## src/hdl/fmap_pkg.sv

```systemverilog
package fmap_pkg;

  // Pointer geometry.
  localparam int unsigned LINE_W     = 9;
  localparam int unsigned BLOCK_W    = 4;
  localparam int unsigned BIT_W      = 6;
  localparam logic [8:0]  LAST_LINE  = 9'h131;
  localparam logic [9:0]  LINE_COUNT = 10'h132;
  localparam logic [3:0]  LAST_BLOCK = 4'hf;
  localparam logic [5:0]  LAST_BIT   = 6'h3b;

  // Read start delay and transfer pulse lengths, in port clock ticks.
  localparam logic [6:0]  READ_DLY_LAST = 7'h3f;
  localparam logic [2:0]  WR_SYNC_LEN   = 3'h5;
  localparam logic [2:0]  RD_SYNC_LEN   = 3'h4;

  localparam int unsigned NPORT = 3;

  // Register map, byte addresses.
  localparam logic [7:0] OFS_CTRL = 8'h00;
  localparam logic [7:0] OFS_PTR0 = 8'h04;
  localparam logic [7:0] OFS_PTR1 = 8'h08;
  localparam logic [7:0] OFS_PTR2 = 8'h0c;

  // Control register fields.
  localparam int unsigned CTRL_RECURSIVE = 0;
  localparam int unsigned CTRL_PRESET    = 1;
  localparam int unsigned CTRL_SYNC_ROLE = 2;
  localparam logic [2:0]  CTRL_RESET     = 3'h0;

  // Pointer status fields.
  localparam int unsigned PTR_LINE_LSB  = 0;
  localparam int unsigned PTR_BLOCK_LSB = 16;
  localparam int unsigned PTR_PROTECT   = 24;
  localparam int unsigned PTR_SYNC_IN   = 25;
  localparam int unsigned PTR_LC_PEND   = 26;

  localparam logic [1:0] RESP_OKAY   = 2'h0;
  localparam logic [1:0] RESP_SLVERR = 2'h2;

  // Pointer controls of one port, sampled at each port clock tick.
  typedef struct packed {
    logic tick;
    logic line_clear;
    logic block_clear;
    logic line_step;
  } fmap_ctl_s;

  function automatic logic fmap_reg_hit(input logic [7:0] addr);
    fmap_reg_hit = (addr == OFS_CTRL) || (addr == OFS_PTR0) ||
                   (addr == OFS_PTR1) || (addr == OFS_PTR2);
  endfunction : fmap_reg_hit

endpackage : fmap_pkg

```

## src/hdl/fmap_axil.sv

```systemverilog
`timescale 1ns/1ns
`default_nettype none
module fmap_axil (
  input  wire logic        clk,           // System clock.
  input  wire logic        rstn,          // Synchronous reset, active low.
  input  wire logic [7:0]  s_awaddr,      // Write address.
  input  wire logic        s_awvalid,     // Write address valid.
  output logic             s_awready,     // Write address ready.
  input  wire logic [31:0] s_wdata,       // Write data.
  input  wire logic [3:0]  s_wstrb,       // Write byte strobes.
  input  wire logic        s_wvalid,      // Write data valid.
  output logic             s_wready,      // Write data ready.
  output logic [1:0]       s_bresp,       // Write response.
  output logic             s_bvalid,      // Write response valid.
  input  wire logic        s_bready,      // Write response ready.
  input  wire logic [7:0]  s_araddr,      // Read address.
  input  wire logic        s_arvalid,     // Read address valid.
  output logic             s_arready,     // Read address ready.
  output logic [31:0]      s_rdata,       // Read data.
  output logic [1:0]       s_rresp,       // Read response.
  output logic             s_rvalid,      // Read data valid.
  input  wire logic        s_rready,      // Read data ready.
  output logic             wr_stb,        // One-cycle register write.
  output logic [7:0]       wr_addr,       // Register write address.
  output logic [31:0]      wr_data,       // Register write data.
  output logic [3:0]       wr_strb,       // Register write strobes.
  input  wire logic [31:0] rd_data        // Read data for s_araddr.
);
  import fmap_pkg::*;

  logic aw_have_r;
  logic w_have_r;

  assign s_awready = ~aw_have_r & ~s_bvalid;
  assign s_wready  = ~w_have_r & ~s_bvalid;
  assign s_arready = ~s_rvalid;

  // Address and data are caught in either order; the write fires once both are held.
  always_ff @(posedge clk) begin
    if (!rstn) begin
      aw_have_r <= 1'b0;
      w_have_r  <= 1'b0;
      wr_addr   <= 8'h00;
      wr_data   <= 32'h0;
      wr_strb   <= 4'h0;
    end else if (wr_stb) begin
      aw_have_r <= 1'b0;
      w_have_r  <= 1'b0;
    end else begin
      if (s_awvalid && s_awready) begin
        aw_have_r <= 1'b1;
        wr_addr   <= s_awaddr;
      end
      if (s_wvalid && s_wready) begin
        w_have_r <= 1'b1;
        wr_data  <= s_wdata;
        wr_strb  <= s_wstrb;
      end
    end
  end

  always_ff @(posedge clk) begin
    if (!rstn) begin
      wr_stb   <= 1'b0;
      s_bvalid <= 1'b0;
      s_bresp  <= RESP_OKAY;
    end else begin
      wr_stb <= aw_have_r && w_have_r && !wr_stb && !s_bvalid;
      if (wr_stb) begin
        s_bvalid <= 1'b1;
        s_bresp  <= fmap_reg_hit(wr_addr) ? RESP_OKAY : RESP_SLVERR;
      end else if (s_bready) begin
        s_bvalid <= 1'b0;
      end
    end
  end

  always_ff @(posedge clk) begin
    if (!rstn) begin
      s_rvalid <= 1'b0;
      s_rdata  <= 32'h0;
      s_rresp  <= RESP_OKAY;
    end else if (s_arvalid && s_arready) begin
      s_rvalid <= 1'b1;
      s_rdata  <= fmap_reg_hit(s_araddr) ? rd_data : 32'h0;
      s_rresp  <= fmap_reg_hit(s_araddr) ? RESP_OKAY : RESP_SLVERR;
    end else if (s_rready) begin
      s_rvalid <= 1'b0;
    end
  end

endmodule : fmap_axil
`default_nettype wire

```

## src/hdl/fmap_top.sv

```systemverilog
// Behaviour
// - pointers hold line 0..305, block 0..15.
// - recursive mode walks all positions and wraps.
// - block clear keeps line, block zero.
// - block clear with steps: line v+n, block 0.
// - write line clear alone: line 0, block h+1.
// - write line clear with steps: v+n, h+1.
// - write both clears with steps: line n, block 0.
// - preset initial cycle: line 0, preset block.
// - preset block clear keeps line, loads block.
// - preset block clear with steps: v+n, preset.
// - read line clear resolves one block later.
// - write clear discards partial block.
// - preset low enables transfer sync; role selects master.
// - read block starts 64 ticks after clear.
// - read data protected until new block starts.
// - master drives write sync 5, read 4.
// - held control input counts only once.
// - write gate freezes the write port.
// - recursive mode ignores block clear.
//
// Local design decisions: the AXI4-Lite interface to the registers and the register addresses.
`timescale 1ns/1ns
`default_nettype none
module fmap_top (
  input  wire logic                         clk,              // System clock, 25 MHz.
  input  wire logic                         rstn,             // Synchronous reset, active low.
  input  wire logic [7:0]                   s_awaddr,         // AXI write address.
  input  wire logic                         s_awvalid,        // AXI write address valid.
  output logic                              s_awready,        // AXI write address ready.
  input  wire logic [31:0]                  s_wdata,          // AXI write data.
  input  wire logic [3:0]                   s_wstrb,          // AXI write strobes.
  input  wire logic                         s_wvalid,         // AXI write data valid.
  output logic                              s_wready,         // AXI write data ready.
  output logic [1:0]                        s_bresp,          // AXI write response.
  output logic                              s_bvalid,         // AXI write response valid.
  input  wire logic                         s_bready,         // AXI write response ready.
  input  wire logic [7:0]                   s_araddr,         // AXI read address.
  input  wire logic                         s_arvalid,        // AXI read address valid.
  output logic                              s_arready,        // AXI read address ready.
  output logic [31:0]                       s_rdata,          // AXI read data.
  output logic [1:0]                        s_rresp,          // AXI read response.
  output logic                              s_rvalid,         // AXI read data valid.
  input  wire logic                         s_rready,         // AXI read data ready.
  input  wire fmap_pkg::fmap_ctl_s [2:0]    port_ctl,         // Port 0 write, ports 1 and 2 read.
  input  wire logic                         write_gate,       // High freezes the write port.
  input  wire logic [3:0]                   block_preset_bus, // Preset block number.
  input  wire logic [2:0]                   sync_in,          // Sync pins, input side.
  output logic [2:0]                        sync_out,         // Sync pins, output side.
  output logic [2:0]                        sync_oe,          // Sync pins, high while driven.
  output logic [2:0][8:0]                   line_addr,        // Current line of each pointer.
  output logic [2:0][3:0]                   block_addr,       // Current block of each pointer.
  output logic [2:0]                        read_start,       // Read block output begins.
  output logic [2:0]                        read_protect,     // Read data held.
  output logic                              write_discard     // Partial write block dropped.
);
  import fmap_pkg::*;

  logic [2:0]  ctrl_r;
  logic        wr_stb;
  logic [7:0]  wr_addr;
  logic [31:0] wr_data;
  logic [3:0]  wr_strb;
  logic [31:0] rd_data;
  logic [2:0]  lc_pend_flag;

  wire recursive   = ctrl_r[CTRL_RECURSIVE];
  wire preset_mode = ctrl_r[CTRL_PRESET] & ~recursive;
  // Master drives the sync pins only while transfer synchronous mode is active.
  wire sync_master = ~ctrl_r[CTRL_PRESET] & ~ctrl_r[CTRL_SYNC_ROLE];

  // Line address plus a step count, folded back into 0..305.
  function automatic logic [8:0] line_add(input logic [8:0] v, input logic [8:0] n);
    logic [9:0] s;
    s = {1'b0, v} + {1'b0, n};
    if (s >= LINE_COUNT) begin
      s = s - LINE_COUNT;
    end
    if (s >= LINE_COUNT) begin
      s = s - LINE_COUNT;
    end
    line_add = s[8:0];
  endfunction : line_add

  // Block advance that stops at the last block of a line.
  function automatic logic [3:0] block_next(input logic [3:0] h);
    block_next = (h == LAST_BLOCK) ? LAST_BLOCK : h + 4'h1;
  endfunction : block_next

  fmap_axil u_axil (
    .clk       (clk),
    .rstn      (rstn),
    .s_awaddr  (s_awaddr),
    .s_awvalid (s_awvalid),
    .s_awready (s_awready),
    .s_wdata   (s_wdata),
    .s_wstrb   (s_wstrb),
    .s_wvalid  (s_wvalid),
    .s_wready  (s_wready),
    .s_bresp   (s_bresp),
    .s_bvalid  (s_bvalid),
    .s_bready  (s_bready),
    .s_araddr  (s_araddr),
    .s_arvalid (s_arvalid),
    .s_arready (s_arready),
    .s_rdata   (s_rdata),
    .s_rresp   (s_rresp),
    .s_rvalid  (s_rvalid),
    .s_rready  (s_rready),
    .wr_stb    (wr_stb),
    .wr_addr   (wr_addr),
    .wr_data   (wr_data),
    .wr_strb   (wr_strb),
    .rd_data   (rd_data)
  );

  always_ff @(posedge clk) begin
    if (!rstn) begin
      ctrl_r <= CTRL_RESET;
    end else if (wr_stb && wr_addr == OFS_CTRL && wr_strb[0]) begin
      ctrl_r <= wr_data[2:0];
    end
  end

  function automatic logic [31:0] ptr_word(input logic [1:0] p);
    logic [31:0] w;
    w = 32'h0;
    w[PTR_LINE_LSB +: 9]  = line_addr[p];
    w[PTR_BLOCK_LSB +: 4] = block_addr[p];
    w[PTR_PROTECT]        = read_protect[p];
    w[PTR_SYNC_IN]        = sync_in[p];
    w[PTR_LC_PEND]        = lc_pend_flag[p];
    ptr_word = w;
  endfunction : ptr_word

  always_comb begin
    case (s_araddr)
      OFS_CTRL: rd_data = {29'h0, ctrl_r};
      OFS_PTR0: rd_data = ptr_word(2'h0);
      OFS_PTR1: rd_data = ptr_word(2'h1);
      OFS_PTR2: rd_data = ptr_word(2'h2);
      default:  rd_data = 32'h0;
    endcase
  end

  logic [2:0] discard_vec;

  always_ff @(posedge clk) begin
    if (!rstn) begin
      write_discard <= 1'b0;
    end else begin
      write_discard <= discard_vec[0];
    end
  end

  genvar g;
  generate
    for (g = 0; g < NPORT; g++) begin : g_port
      localparam bit IS_WR = (g == 0);
      localparam logic [2:0] SYNC_LEN = IS_WR ? WR_SYNC_LEN : RD_SYNC_LEN;

      logic       lc_prev_r;
      logic       bc_prev_r;
      logic       st_prev_r;
      logic [5:0] bit_r;
      logic [8:0] step_r;
      logic [1:0] lc_pend_r;
      logic [6:0] dly_r;
      logic       dly_act_r;
      logic [2:0] sync_cnt_r;
      logic [8:0] line_nxt;
      logic [3:0] block_nxt;

      // The write gate stops the write port clock outright.
      wire tick  = port_ctl[g].tick & ~(IS_WR & write_gate);
      // A control counts only on its low-to-high change.
      wire lc_ev = tick & port_ctl[g].line_clear & ~lc_prev_r;
      wire bc_ev = tick & port_ctl[g].block_clear & ~bc_prev_r;
      wire st_ev = tick & port_ctl[g].line_step & ~st_prev_r;
      wire bc_eff   = bc_ev & ~recursive;
      wire lc_rec   = lc_ev & recursive;
      wire lc_nrec  = lc_ev & ~recursive;
      wire blk_end  = tick & (bit_r == LAST_BIT);
      // A step together with a clear is void, except a read step with a block clear.
      wire st_eff   = st_ev & ~recursive & ~lc_ev & ~(bc_ev & IS_WR);
      wire [8:0] n_bc = step_r + {8'h0, ~IS_WR & st_ev & bc_eff};
      wire lc_done  = blk_end & (lc_pend_r == 2'h1);
      wire [3:0] preset_blk = preset_mode ? block_preset_bus : 4'h0;

      assign lc_pend_flag[g] = (lc_pend_r != 2'h0);

      always_ff @(posedge clk) begin
        if (!rstn) begin
          lc_prev_r <= 1'b0;
          bc_prev_r <= 1'b0;
          st_prev_r <= 1'b0;
        end else if (tick) begin
          lc_prev_r <= port_ctl[g].line_clear;
          bc_prev_r <= port_ctl[g].block_clear;
          st_prev_r <= port_ctl[g].line_step;
        end
      end

      // Position inside the 60-bit block; a block clear, or a line clear in recursive mode, restarts the block at once.
      always_ff @(posedge clk) begin
        if (!rstn) begin
          bit_r <= 6'h0;
        end else if (tick) begin
          if (lc_rec || bc_eff) begin
            bit_r <= 6'h1;
          end else if (bit_r == LAST_BIT) begin
            bit_r <= 6'h0;
          end else begin
            bit_r <= bit_r + 6'h1;
          end
        end
      end

      assign discard_vec[g] = IS_WR & (lc_rec | bc_eff) & (bit_r != 6'h0);

      // Line steps are counted from the last clear.
      always_ff @(posedge clk) begin
        if (!rstn) begin
          step_r <= 9'h0;
        end else if (bc_eff || lc_nrec || lc_done) begin
          step_r <= 9'h0;
        end else if (st_eff && step_r != LAST_LINE) begin
          step_r <= step_r + 9'h1;
        end
      end

      // A nonrecursive line clear waits for one block end on write, two on read.
      always_ff @(posedge clk) begin
        if (!rstn) begin
          lc_pend_r <= 2'h0;
        end else if (bc_eff) begin
          lc_pend_r <= 2'h0;
        end else if (lc_nrec) begin
          lc_pend_r <= IS_WR ? 2'h1 : 2'h2;
        end else if (blk_end && lc_pend_r != 2'h0) begin
          lc_pend_r <= lc_pend_r - 2'h1;
        end
      end

      always_comb begin
        line_nxt  = line_addr[g];
        block_nxt = block_addr[g];
        if (lc_rec) begin
          line_nxt  = 9'h0;
          block_nxt = 4'h0;
        end else if (bc_eff) begin
          if (lc_pend_r != 2'h0 || lc_nrec) begin
            line_nxt = n_bc;
          end else begin
            line_nxt = line_add(line_addr[g], n_bc);
          end
          block_nxt = preset_blk;
        end else if (lc_done) begin
          if (IS_WR && !preset_mode && step_r != 9'h0) begin
            line_nxt = line_add(line_addr[g], step_r);
          end else begin
            line_nxt = step_r;
          end
          block_nxt = block_next(block_addr[g]);
        end else if (blk_end) begin
          if (recursive) begin
            if (block_addr[g] == LAST_BLOCK) begin
              block_nxt = 4'h0;
              line_nxt  = (line_addr[g] == LAST_LINE) ? 9'h0 : line_addr[g] + 9'h1;
            end else begin
              block_nxt = block_addr[g] + 4'h1;
            end
          end else begin
            block_nxt = block_next(block_addr[g]);
          end
        end
      end

      always_ff @(posedge clk) begin
        if (!rstn) begin
          line_addr[g]  <= 9'h0;
          block_addr[g] <= 4'h0;
        end else begin
          line_addr[g]  <= line_nxt;
          block_addr[g] <= block_nxt;
        end
      end

      // Read output of the newly addressed block begins 64 ticks after its clear.
      always_ff @(posedge clk) begin
        if (!rstn) begin
          dly_r           <= 7'h0;
          dly_act_r       <= 1'b0;
          read_start[g]   <= 1'b0;
          read_protect[g] <= 1'b0;
        end else begin
          read_start[g] <= 1'b0;
          if (!IS_WR && (recursive ? lc_ev : bc_eff)) begin
            dly_r           <= 7'h0;
            dly_act_r       <= 1'b1;
            read_protect[g] <= 1'b1;
          end else if (dly_act_r && tick) begin
            if (dly_r == READ_DLY_LAST) begin
              dly_act_r       <= 1'b0;
              read_start[g]   <= 1'b1;
              read_protect[g] <= 1'b0;
            end else begin
              dly_r <= dly_r + 7'h1;
            end
          end
        end
      end

      // As master, each block transfer raises the sync pin for a fixed tick count.
      always_ff @(posedge clk) begin
        if (!rstn) begin
          sync_cnt_r  <= 3'h0;
          sync_out[g] <= 1'b0;
        end else if (!sync_master) begin
          sync_cnt_r  <= 3'h0;
          sync_out[g] <= 1'b0;
        end else if (blk_end) begin
          sync_cnt_r  <= SYNC_LEN - 3'h1;
          sync_out[g] <= 1'b1;
        end else if (tick) begin
          if (sync_cnt_r != 3'h0) begin
            sync_cnt_r <= sync_cnt_r - 3'h1;
          end else begin
            sync_out[g] <= 1'b0;
          end
        end
      end

      always_ff @(posedge clk) begin
        if (!rstn) begin
          sync_oe[g] <= 1'b0;
        end else begin
          sync_oe[g] <= sync_master;
        end
      end
    end
  endgenerate

endmodule : fmap_top
`default_nettype wire

```

## config.mk

```make
export PLATFORM = sky130hd
export DESIGN_NAME = fmap_top
export DESIGN_NICKNAME = d
export VERILOG_FILES = /design/src/hdl/fmap_pkg.sv /design/src/hdl/fmap_axil.sv /design/src/hdl/fmap_top.sv
export SDC_FILE = /design/constraint.sdc
export NUM_CORES = 1
export LEC_CHECK = 0
export ABC_CLOCK_PERIOD_IN_PS = 7700
export BUFFER_PORTS_ARGS = -buffer_cell sky130_fd_sc_hd__buf_2
export CORE_MARGIN = 4
export CORE_UTILIZATION = 49
export CTS_BUF_LIST = sky130_fd_sc_hd__clkbuf_2
export DETAILED_ROUTE_END_ITERATION = 8
export PLACE_DENSITY = 0.68
export SYNTH_ARGS = -nofsm -noshare
export SYNTH_HDL_FRONTEND = slang
export SYNTH_SLANG_ARGS = --single-unit
```

## constraint.sdc

```tcl
create_clock -name clk -period 7.7 [get_ports clk]
set_input_delay 2.31 -clock clk [delete_from_list [all_inputs] [get_ports clk]]
set_output_delay 2.31 -clock clk [all_outputs]
set_load 0.05 [all_outputs]
```

==> results.sh, run 1 <==
export IMPL_regArea_mm2=0.00338
export IMPL_fin_ws_ns=1.09
export IMPL_run_status="complete, no violations"
export IMPL_drv_cap=0
export IMPL_postPlaceCellArea_mm2=0.0137
export IMPL_synth_simple_area_share=0.252
export IMPL_drive_gt1_frac=0.132
export IMPL_fin_tns_setup_ns=0
export IMPL_post_cts_repair_setup_buffers=0
export IMPL_grt_pass1_wl_um=58700
export IMPL_dp_slack_ns=0.397
export IMPL_slew_headroom=0.212
export IMPL_place_port_buffers=119
export IMPL_initial_core_util=0.497
export IMPL_drt_iter0_drc=912
export IMPL_p_total_mw=1.81
export IMPL_wl_per_cell_um=17.5
export IMPL_syn_instance_count=1648
export IMPL_syn_to_final_growth_pct=7.67
export IMPL_synth_adder_area_share=0.0800
export IMPL_seq_area_frac_synth=0.261
export IMPL_dp_cells=2049
export IMPL_syn_area_per_cell_um2=7.86
export IMPL_cts_buffers=17
export IMPL_die_y_um=171
export IMPL_cp_end_kind="flop"
export IMPL_ys_ff_latch=169
export IMPL_place_gp_congestion=0.946
export IMPL_fin_crit_sh=0.858
export IMPL_cellPowerDensity_mw_per_mm2=130
export IMPL_rows=59
export IMPL_post_route_min_period_ns=6.61
export IMPL_critPathKind="input port to flop"
export IMPL_firstDrtPassIters=6
export IMPL_clk_pin_slew_ns=0.28
export IMPL_dominantRegCellSynth="dfxtp_1"
export IMPL_fin_skew_ns=0.0566
export IMPL_cp_arrival_ns=7.35
export IMPL_clock_path_buffers=2
export IMPL_root_buffer="clkbuf_2"
export IMPL_muxShareOfSynthArea=0.0458
export IMPL_dieArea_mm2=0.0291
export IMPL_vias_per_cell=5.96
export IMPL_crit_required_ns=8.45
export IMPL_netlist_area_mm2=0.0129
export IMPL_whs_ns=0.464
export IMPL_ir_drop_v=0.0000895
export IMPL_start_kind="input port"
export IMPL_final_nets=1893
export IMPL_r2r_start="ctrl_r[0]"
export IMPL_instances_no_fill=2083
export IMPL_hold_viol=0
export IMPL_synth_top_family_by_area="simple AND/OR/NAND/NOR gates"
export IMPL_cts_tree="yes"
export IMPL_setup_viol=0
export IMPL_fillers=2550
export IMPL_hold_buffers=0
export IMPL_hp_class="flop to flop"
export IMPL_critPathLaunch="port_ctl[7]"
export IMPL_rsz0062_at_grt="false"
export IMPL_synth_distinct_cells=101
export IMPL_hp_start="g_port[1].dly_r[6]"
export IMPL_cts_repair_resized=0
export IMPL_tightest_slew_ns=1.17
export IMPL_dpl_hpwl_um=28000
export IMPL_vias=12400
export IMPL_ios=172
export IMPL_ctsHtreeMaxLevel=4
export IMPL_core_mm2=0.0261
export IMPL_clk_latency_ns=0.77
export IMPL_wirelength_um=36600
export IMPL_fin_area_mm2=0.0139
export IMPL_fmax_mhz=151
export IMPL_synth_warnings=0
export IMPL_cellLeakagePower_nw=5.64
export IMPL_drc=0
export IMPL_antenna_found_initial=2
export IMPL_fp_dieW_um=171
export IMPL_grt_pass1_vias=11400
export IMPL_maxSlewViolCount=0
export IMPL_synth_xor_xnor_area_share=0.0897
export IMPL_grt_start_max_net_pins=41
export IMPL_utilization=0.535
export IMPL_clock_sinks=169
export IMPL_multiInputGateArea_mm2=0.00904
export IMPL_grtUsageTotal=0.245
export IMPL_synthArstFlopShare=0
export IMPL_ant_nets=0
export IMPL_cp_max_fo=10
export IMPL_synth_compound_area_frac=0.225
export IMPL_grt_overflow_total=0
export IMPL_synth_edff_count=0
==> path summary, 6_finish.rpt <==
check / slack, ns / depth (start not counted) / endpoint
setup reg to reg: 1.83 / 19 / line_addr[25]
setup / recovery: 1.09 / 24 / line_addr[16]
hold reg to reg: 0.46 / 2 / g_port[1].dly_r[6]
hold / removal: 0.46 / 2 / g_port[1].dly_r[6]
==> cells in the final DEF (no fill, tap or decap), types with 43 or more instances in the layout <==
master and instances:
o21ai_0 89, a21oi_1 85, nand2_1 182, inv_1 45, nor2_1 177, ha_1 78
nand3_1 52, buf_2 119, xor2_1 52, xnor2_1 65, dfxtp_1 169, nor3_1 43
==> registers in the layout (all words and copies together) (netlist names), 2 cells and up <==
| register | flops |
|---|---|
| g_port.lc_pend_r | 6 |
| g_port.dly_r | 14 |
| u_axil.s_rdata | 16 |
| g_port.lc_prev_r | 3 |
| read_start | 2 |
| line_addr | 27 |
| g_port.bit_r | 18 |
| g_port.dly_act_r | 2 |
| block_addr | 12 |
| g_port.st_prev_r | 3 |
| g_port.step_r | 27 |
| u_axil.wr_data | 3 |
| g_port.bc_prev_r | 3 |
| ctrl_r | 3 |
| g_port.sync_cnt_r | 9 |
| sync_out | 3 |
| u_axil.wr_addr | 8 |
==> worst max-delay path, cell delays in order <==
cell      delay [ns]
buf_2           0.09
inv_1           0.10
nor3b_1         0.22
buf_4           0.16
nand2_1         0.07
nor2_1          0.28
ha_1            0.28
nand3_1         0.12
nor2_1          0.14
xor2_1          0.25
ha_1            0.40
or3b_2          0.49
o221a_2         0.13
nand3_1         0.21
nand3b_1        0.20
o21ai_1         0.15
nand2_1         0.34
nor2_1          0.07
a21oi_1         0.20
ha_1            0.23
a22oi_1         0.12
or4_1           0.51
a31oi_1         0.18
a21o_1          0.10
==> synth_stat cells, drive strengths merged, types with 4 or more instances <==
library cell | n | share of area
nor3b | 9 | 0.0052
a311oi | 4 | 0.0027
mux2 | 17 | 0.016
nand4 | 30 | 0.014
nand2b | 22 | 0.011
a221oi | 14 | 0.0095
o22ai | 8 | 0.0039
dfxtp | 169 | 0.26
a21o | 10 | 0.0058
xnor2 | 68 | 0.049
and3 | 20 | 0.0097
a211oi | 26 | 0.017
o211ai | 30 | 0.019
o221ai | 6 | 0.0041
nor4 | 9 | 0.0043
o31ai | 5 | 0.0029
a21oi | 91 | 0.038
nand2 | 183 | 0.053
a2111oi | 4 | 0.0046
o211a | 10 | 0.0077
nor2 | 179 | 0.052
clkbuf | 53 | 0.015
a22oi | 25 | 0.015
ha | 78 | 0.075
nor3 | 45 | 0.019
o21ai | 104 | 0.041
or4 | 5 | 0.0029
a21boi | 18 | 0.010
or2 | 7 | 0.0034
xor2 | 56 | 0.041
nand3 | 53 | 0.021
o21a | 11 | 0.0065
nor2b | 38 | 0.018
a31oi | 17 | 0.0097
a22o | 4 | 0.0027
nand3b | 11 | 0.0064
or3 | 22 | 0.011
buf | 32 | 0.017
mux2i | 31 | 0.025
inv | 46 | 0.013
and2 | 25 | 0.012
a221o | 5 | 0.0039
==> power by group <==
group          switching [mW]  total, mW  internal, mW
Sequential             0.0410      0.944         0.903
Combinational           0.267      0.401         0.133
Clock                   0.345      0.469         0.124
Total                   0.653       1.81          1.16
==> metal layers <==
layer  vias to the layer above  track usage  part of all wire
met3                        66       0.0418             0.073
met2                       453        0.376              0.43
li1                       6090            -                 -
met4                         0       0.0701             0.024
met5                         -            0                 0
met1                      5811        0.356              0.47
==> logic make-up (layout without fill, tap and decap cells) <==
logic type,Yosys count,count (layout)
fa+ha+maj,81,81
xor+xnor,124,124
compound gates,420,420
mux,51,51
simple gates,671,671
other cells,1,23
flops,169,169
buf+inv,131,209
==> area by class of cell <==
| type | count | share of cell area |
|---|---|---|
| Sequential cell | 169 | 0.243 |
| Antenna cell | 3 | 0.000538 |
| Clock inverter | 14 | 0.00996 |
| Timing Repair Buffer | 132 | 0.0497 |
| Multi-Input combinational cell | 1367 | 0.649 |
| Inverter | 46 | 0.0124 |
| Clock buffer | 17 | 0.00610 |
| Tap cell | 335 | 0.0301 |
(Power assumes the default switching activity.)
==> run 2: changes to the inputs <==
--- a/config.mk
+++ b/config.mk
@@ -8,10 +8,10 @@
 export ABC_CLOCK_PERIOD_IN_PS = 7700
 export BUFFER_PORTS_ARGS = -buffer_cell sky130_fd_sc_hd__buf_2
 export CORE_MARGIN = 4
-export CORE_UTILIZATION = 49
+export CORE_UTILIZATION = 30
 export CTS_BUF_LIST = sky130_fd_sc_hd__clkbuf_2
 export DETAILED_ROUTE_END_ITERATION = 8
-export PLACE_DENSITY = 0.68
+export PLACE_DENSITY = 0.45
 export SYNTH_ARGS = -nofsm -noshare
 export SYNTH_HDL_FRONTEND = slang
 export SYNTH_SLANG_ARGS = --single-unit
==> run 2 against run 1 <==
Net effect: die area grew 60%; register-to-register slack gained 0.46 ns; largest power group unchanged; clock skew grew 0.0018 ns; clock-buffer cell count grew 3; critical endpoint unchanged; critical path type unchanged; non-clock buffer count grew 6; clock power is essentially flat; first-iteration DRC count shrank 7.3%; via count shrank 1.5%; cell count grew 12%; fmax shrank 1.9%; routed wire length grew 13%; sequential power is essentially flat.
==> results.sh, run 2 (same netlist as run 1, synthesis figures left out) <==
export IMPL_run_status="complete, no violations"
export IMPL_ant_nets=0
export IMPL_core_mm2=0.0423
export IMPL_p_switching_uw=665
export IMPL_final_cell_mix="182 x nand2_1, 177 x nor2_1, 169 x dfxtp_1"
export IMPL_slew_headroom=0.360
export IMPL_combPwrFrac=0.224
export IMPL_clk_latency_ns=0.81
export IMPL_layout_commonest_cell="nand2_1"
export IMPL_fin_crit_sh=0.875
export IMPL_wirelength_um=41500
export IMPL_dieArea_mm2=0.0466
export IMPL_cts_buffers=17
export IMPL_ir_drop_v=0.0000788
export IMPL_drc=0
export IMPL_p_sw_frac=0.364
export IMPL_post_cts_repair_setup_buffers=0
export IMPL_drv_cap=0
export IMPL_clock_sinks=169
export IMPL_fin_tns_setup_ns=0
export IMPL_vias_per_cell=5.25
export IMPL_cts_tree="yes"
export IMPL_hold_viol=0
export IMPL_clock_power_share=0.258
export IMPL_cp_max_fo=7
export IMPL_ctsHtreeMaxLevel=4
export IMPL_fp_dieW_um=216
export IMPL_fmax_mhz=148
export IMPL_rows=75
export IMPL_initial_core_util=0.306
export IMPL_hold_buffers=0
export IMPL_rsz0062_at_grt="false"
export IMPL_grt_pass1_vias=11500
export IMPL_p_total_mw=1.83
export IMPL_maxSlewViolCount=0
export IMPL_antenna_found_initial=1
export IMPL_grt_overflow_total=0
export IMPL_seqPwrFrac=0.518
export IMPL_final_nets=1899
export IMPL_cts_repair_resized=0
export IMPL_place_port_buffers=119
export IMPL_clock_path_buffers=2
export IMPL_critPathSlowestCell="or4_1"
export IMPL_max_stage_delay_ns=0.51
export IMPL_grt_start_max_net_pins=45
export IMPL_grtUsageTotal=0.174
export IMPL_vias=12200
export IMPL_root_buffer="clkbuf_2"
export IMPL_drive_gt1_frac=0.136
export IMPL_wl_per_cell_um=17.8
export IMPL_post_route_min_period_ns=6.73
export IMPL_grt_pass1_wl_um=65900
export IMPL_drt_iter0_drc=845
export IMPL_die_y_um=216
export IMPL_clk_pin_slew_ns=0.25
export IMPL_cp_end_kind="flop"
export IMPL_crit_required_ns=8.46
export IMPL_ios=172
export IMPL_firstDrtPassIters=5
export IMPL_hp_class="flop to flop"
export IMPL_cellPowerDensity_mw_per_mm2=128
export IMPL_dpl_hpwl_um=31900
export IMPL_reg_largest_list="g_port.step_r: 27 flops, line_addr: 27 flops, g_port.bit_r: 18 flops"
export IMPL_start_kind="input port"
export IMPL_place_gp_congestion=0.864
export IMPL_cellLeakagePower_nw=5.66
export IMPL_crit_chain="buf_2 -> inv_1 -> nor3b_1 -> nand2_1 -> nor2_1 -> ha_1 -> nand3_1 -> nor2_1 -> xor2_1 -> ha_1 -> or3b_2 -> o221a_2 -> nand3_1 -> nand3b_1 -> o21ai_1 -> nand2_1 -> nor2_1 -> a21oi_1 -> ha_1 -> a22oi_1 -> or4_1 -> a31oi_1 -> a21o_1"
export IMPL_fin_skew_ns=0.0584
export IMPL_syn_to_final_growth_pct=10.3
export IMPL_intPower_mw=1.16
export IMPL_cp_arrival_ns=7.49
export IMPL_tightest_slew_ns=0.957
export IMPL_r2r_slack_ns=2.29
export IMPL_critPathKind="input port to flop"
export IMPL_setup_viol=0
run 2: per-stage QoR:
stage           util  std cells  worst slack, ns  hold slack (ns)  cell area [µm²]
6_report       0.337       2330            0.966            0.462            14300
3_3_place_gp   0.332       2297            0.292            0.429            14100
5_1_grt        0.337       2330            0.632            0.499            14300
2_1_floorplan      -       1667            0.738            0.418            13000
4_1_cts        0.337       2329             1.13            0.460            14300
3_5_place_dp   0.332       2297            0.226            0.432            14100
run 2: layer usage:
metal / wire, µm / share of wire / GRT usage
met3: 1900 / 0.046 / 0.0236
met4: 740 / 0.018 / 0.0453
met5: 0 / 0 / 0
met1: 21200 / 0.51 / 0.260
met2: 17600 / 0.42 / 0.263
run 2: critical path, delay by kind of cell:
kind | cells | cell delay [ns]
and+or+nand+nor | 11 | 2.91
buffers and inverters | 2 | 0.16
xor gates and xnor gates | 1 | 0.28
AOI/OAI and AO/OA | 6 | 0.87
adders and majority gates | 3 | 0.97
run 2: worst paths after layout:
check | start | to | cells after the start
setup / recovery | port_ctl[7] | line_addr[16] | 23
hold / removal | g_port[1].dly_r[6] | g_port[1].dly_r[6] | 2
setup reg to reg | g_port[1].bc_prev_r | line_addr[16] | 21
hold reg to reg | g_port[1].dly_r[6] | g_port[1].dly_r[6] | 2
run 2: area by class of cell:
| class | instances | area (µm²) |
|---|---|---|
| diodes | 1 | 2.50 |
| clock buffers | 20 | 100 |
| clock inverters | 12 | 116 |
| fillers | 4560 | 28000 |
| inverters | 46 | 173 |
| multi-input cells | 1367 | 9040 |
| flip-flops and latches | 169 | 3380 |
| well taps | 577 | 722 |
| repair buffers | 138 | 738 |
run 2: power groups by stage:
stage | Sequential (mW) | Clock (mW) | Combinational (mW)
final | 0.947 | 0.471 | 0.410
after global routing | 0.953 | 0.528 | 0.450
after CTS | 0.948 | 0.501 | 0.409
after detailed placement | 0.963 | 0 | 0.407
after global placement | 0.963 | 0 | 0.407
after floorplan | 0.985 | 0 | 0.276
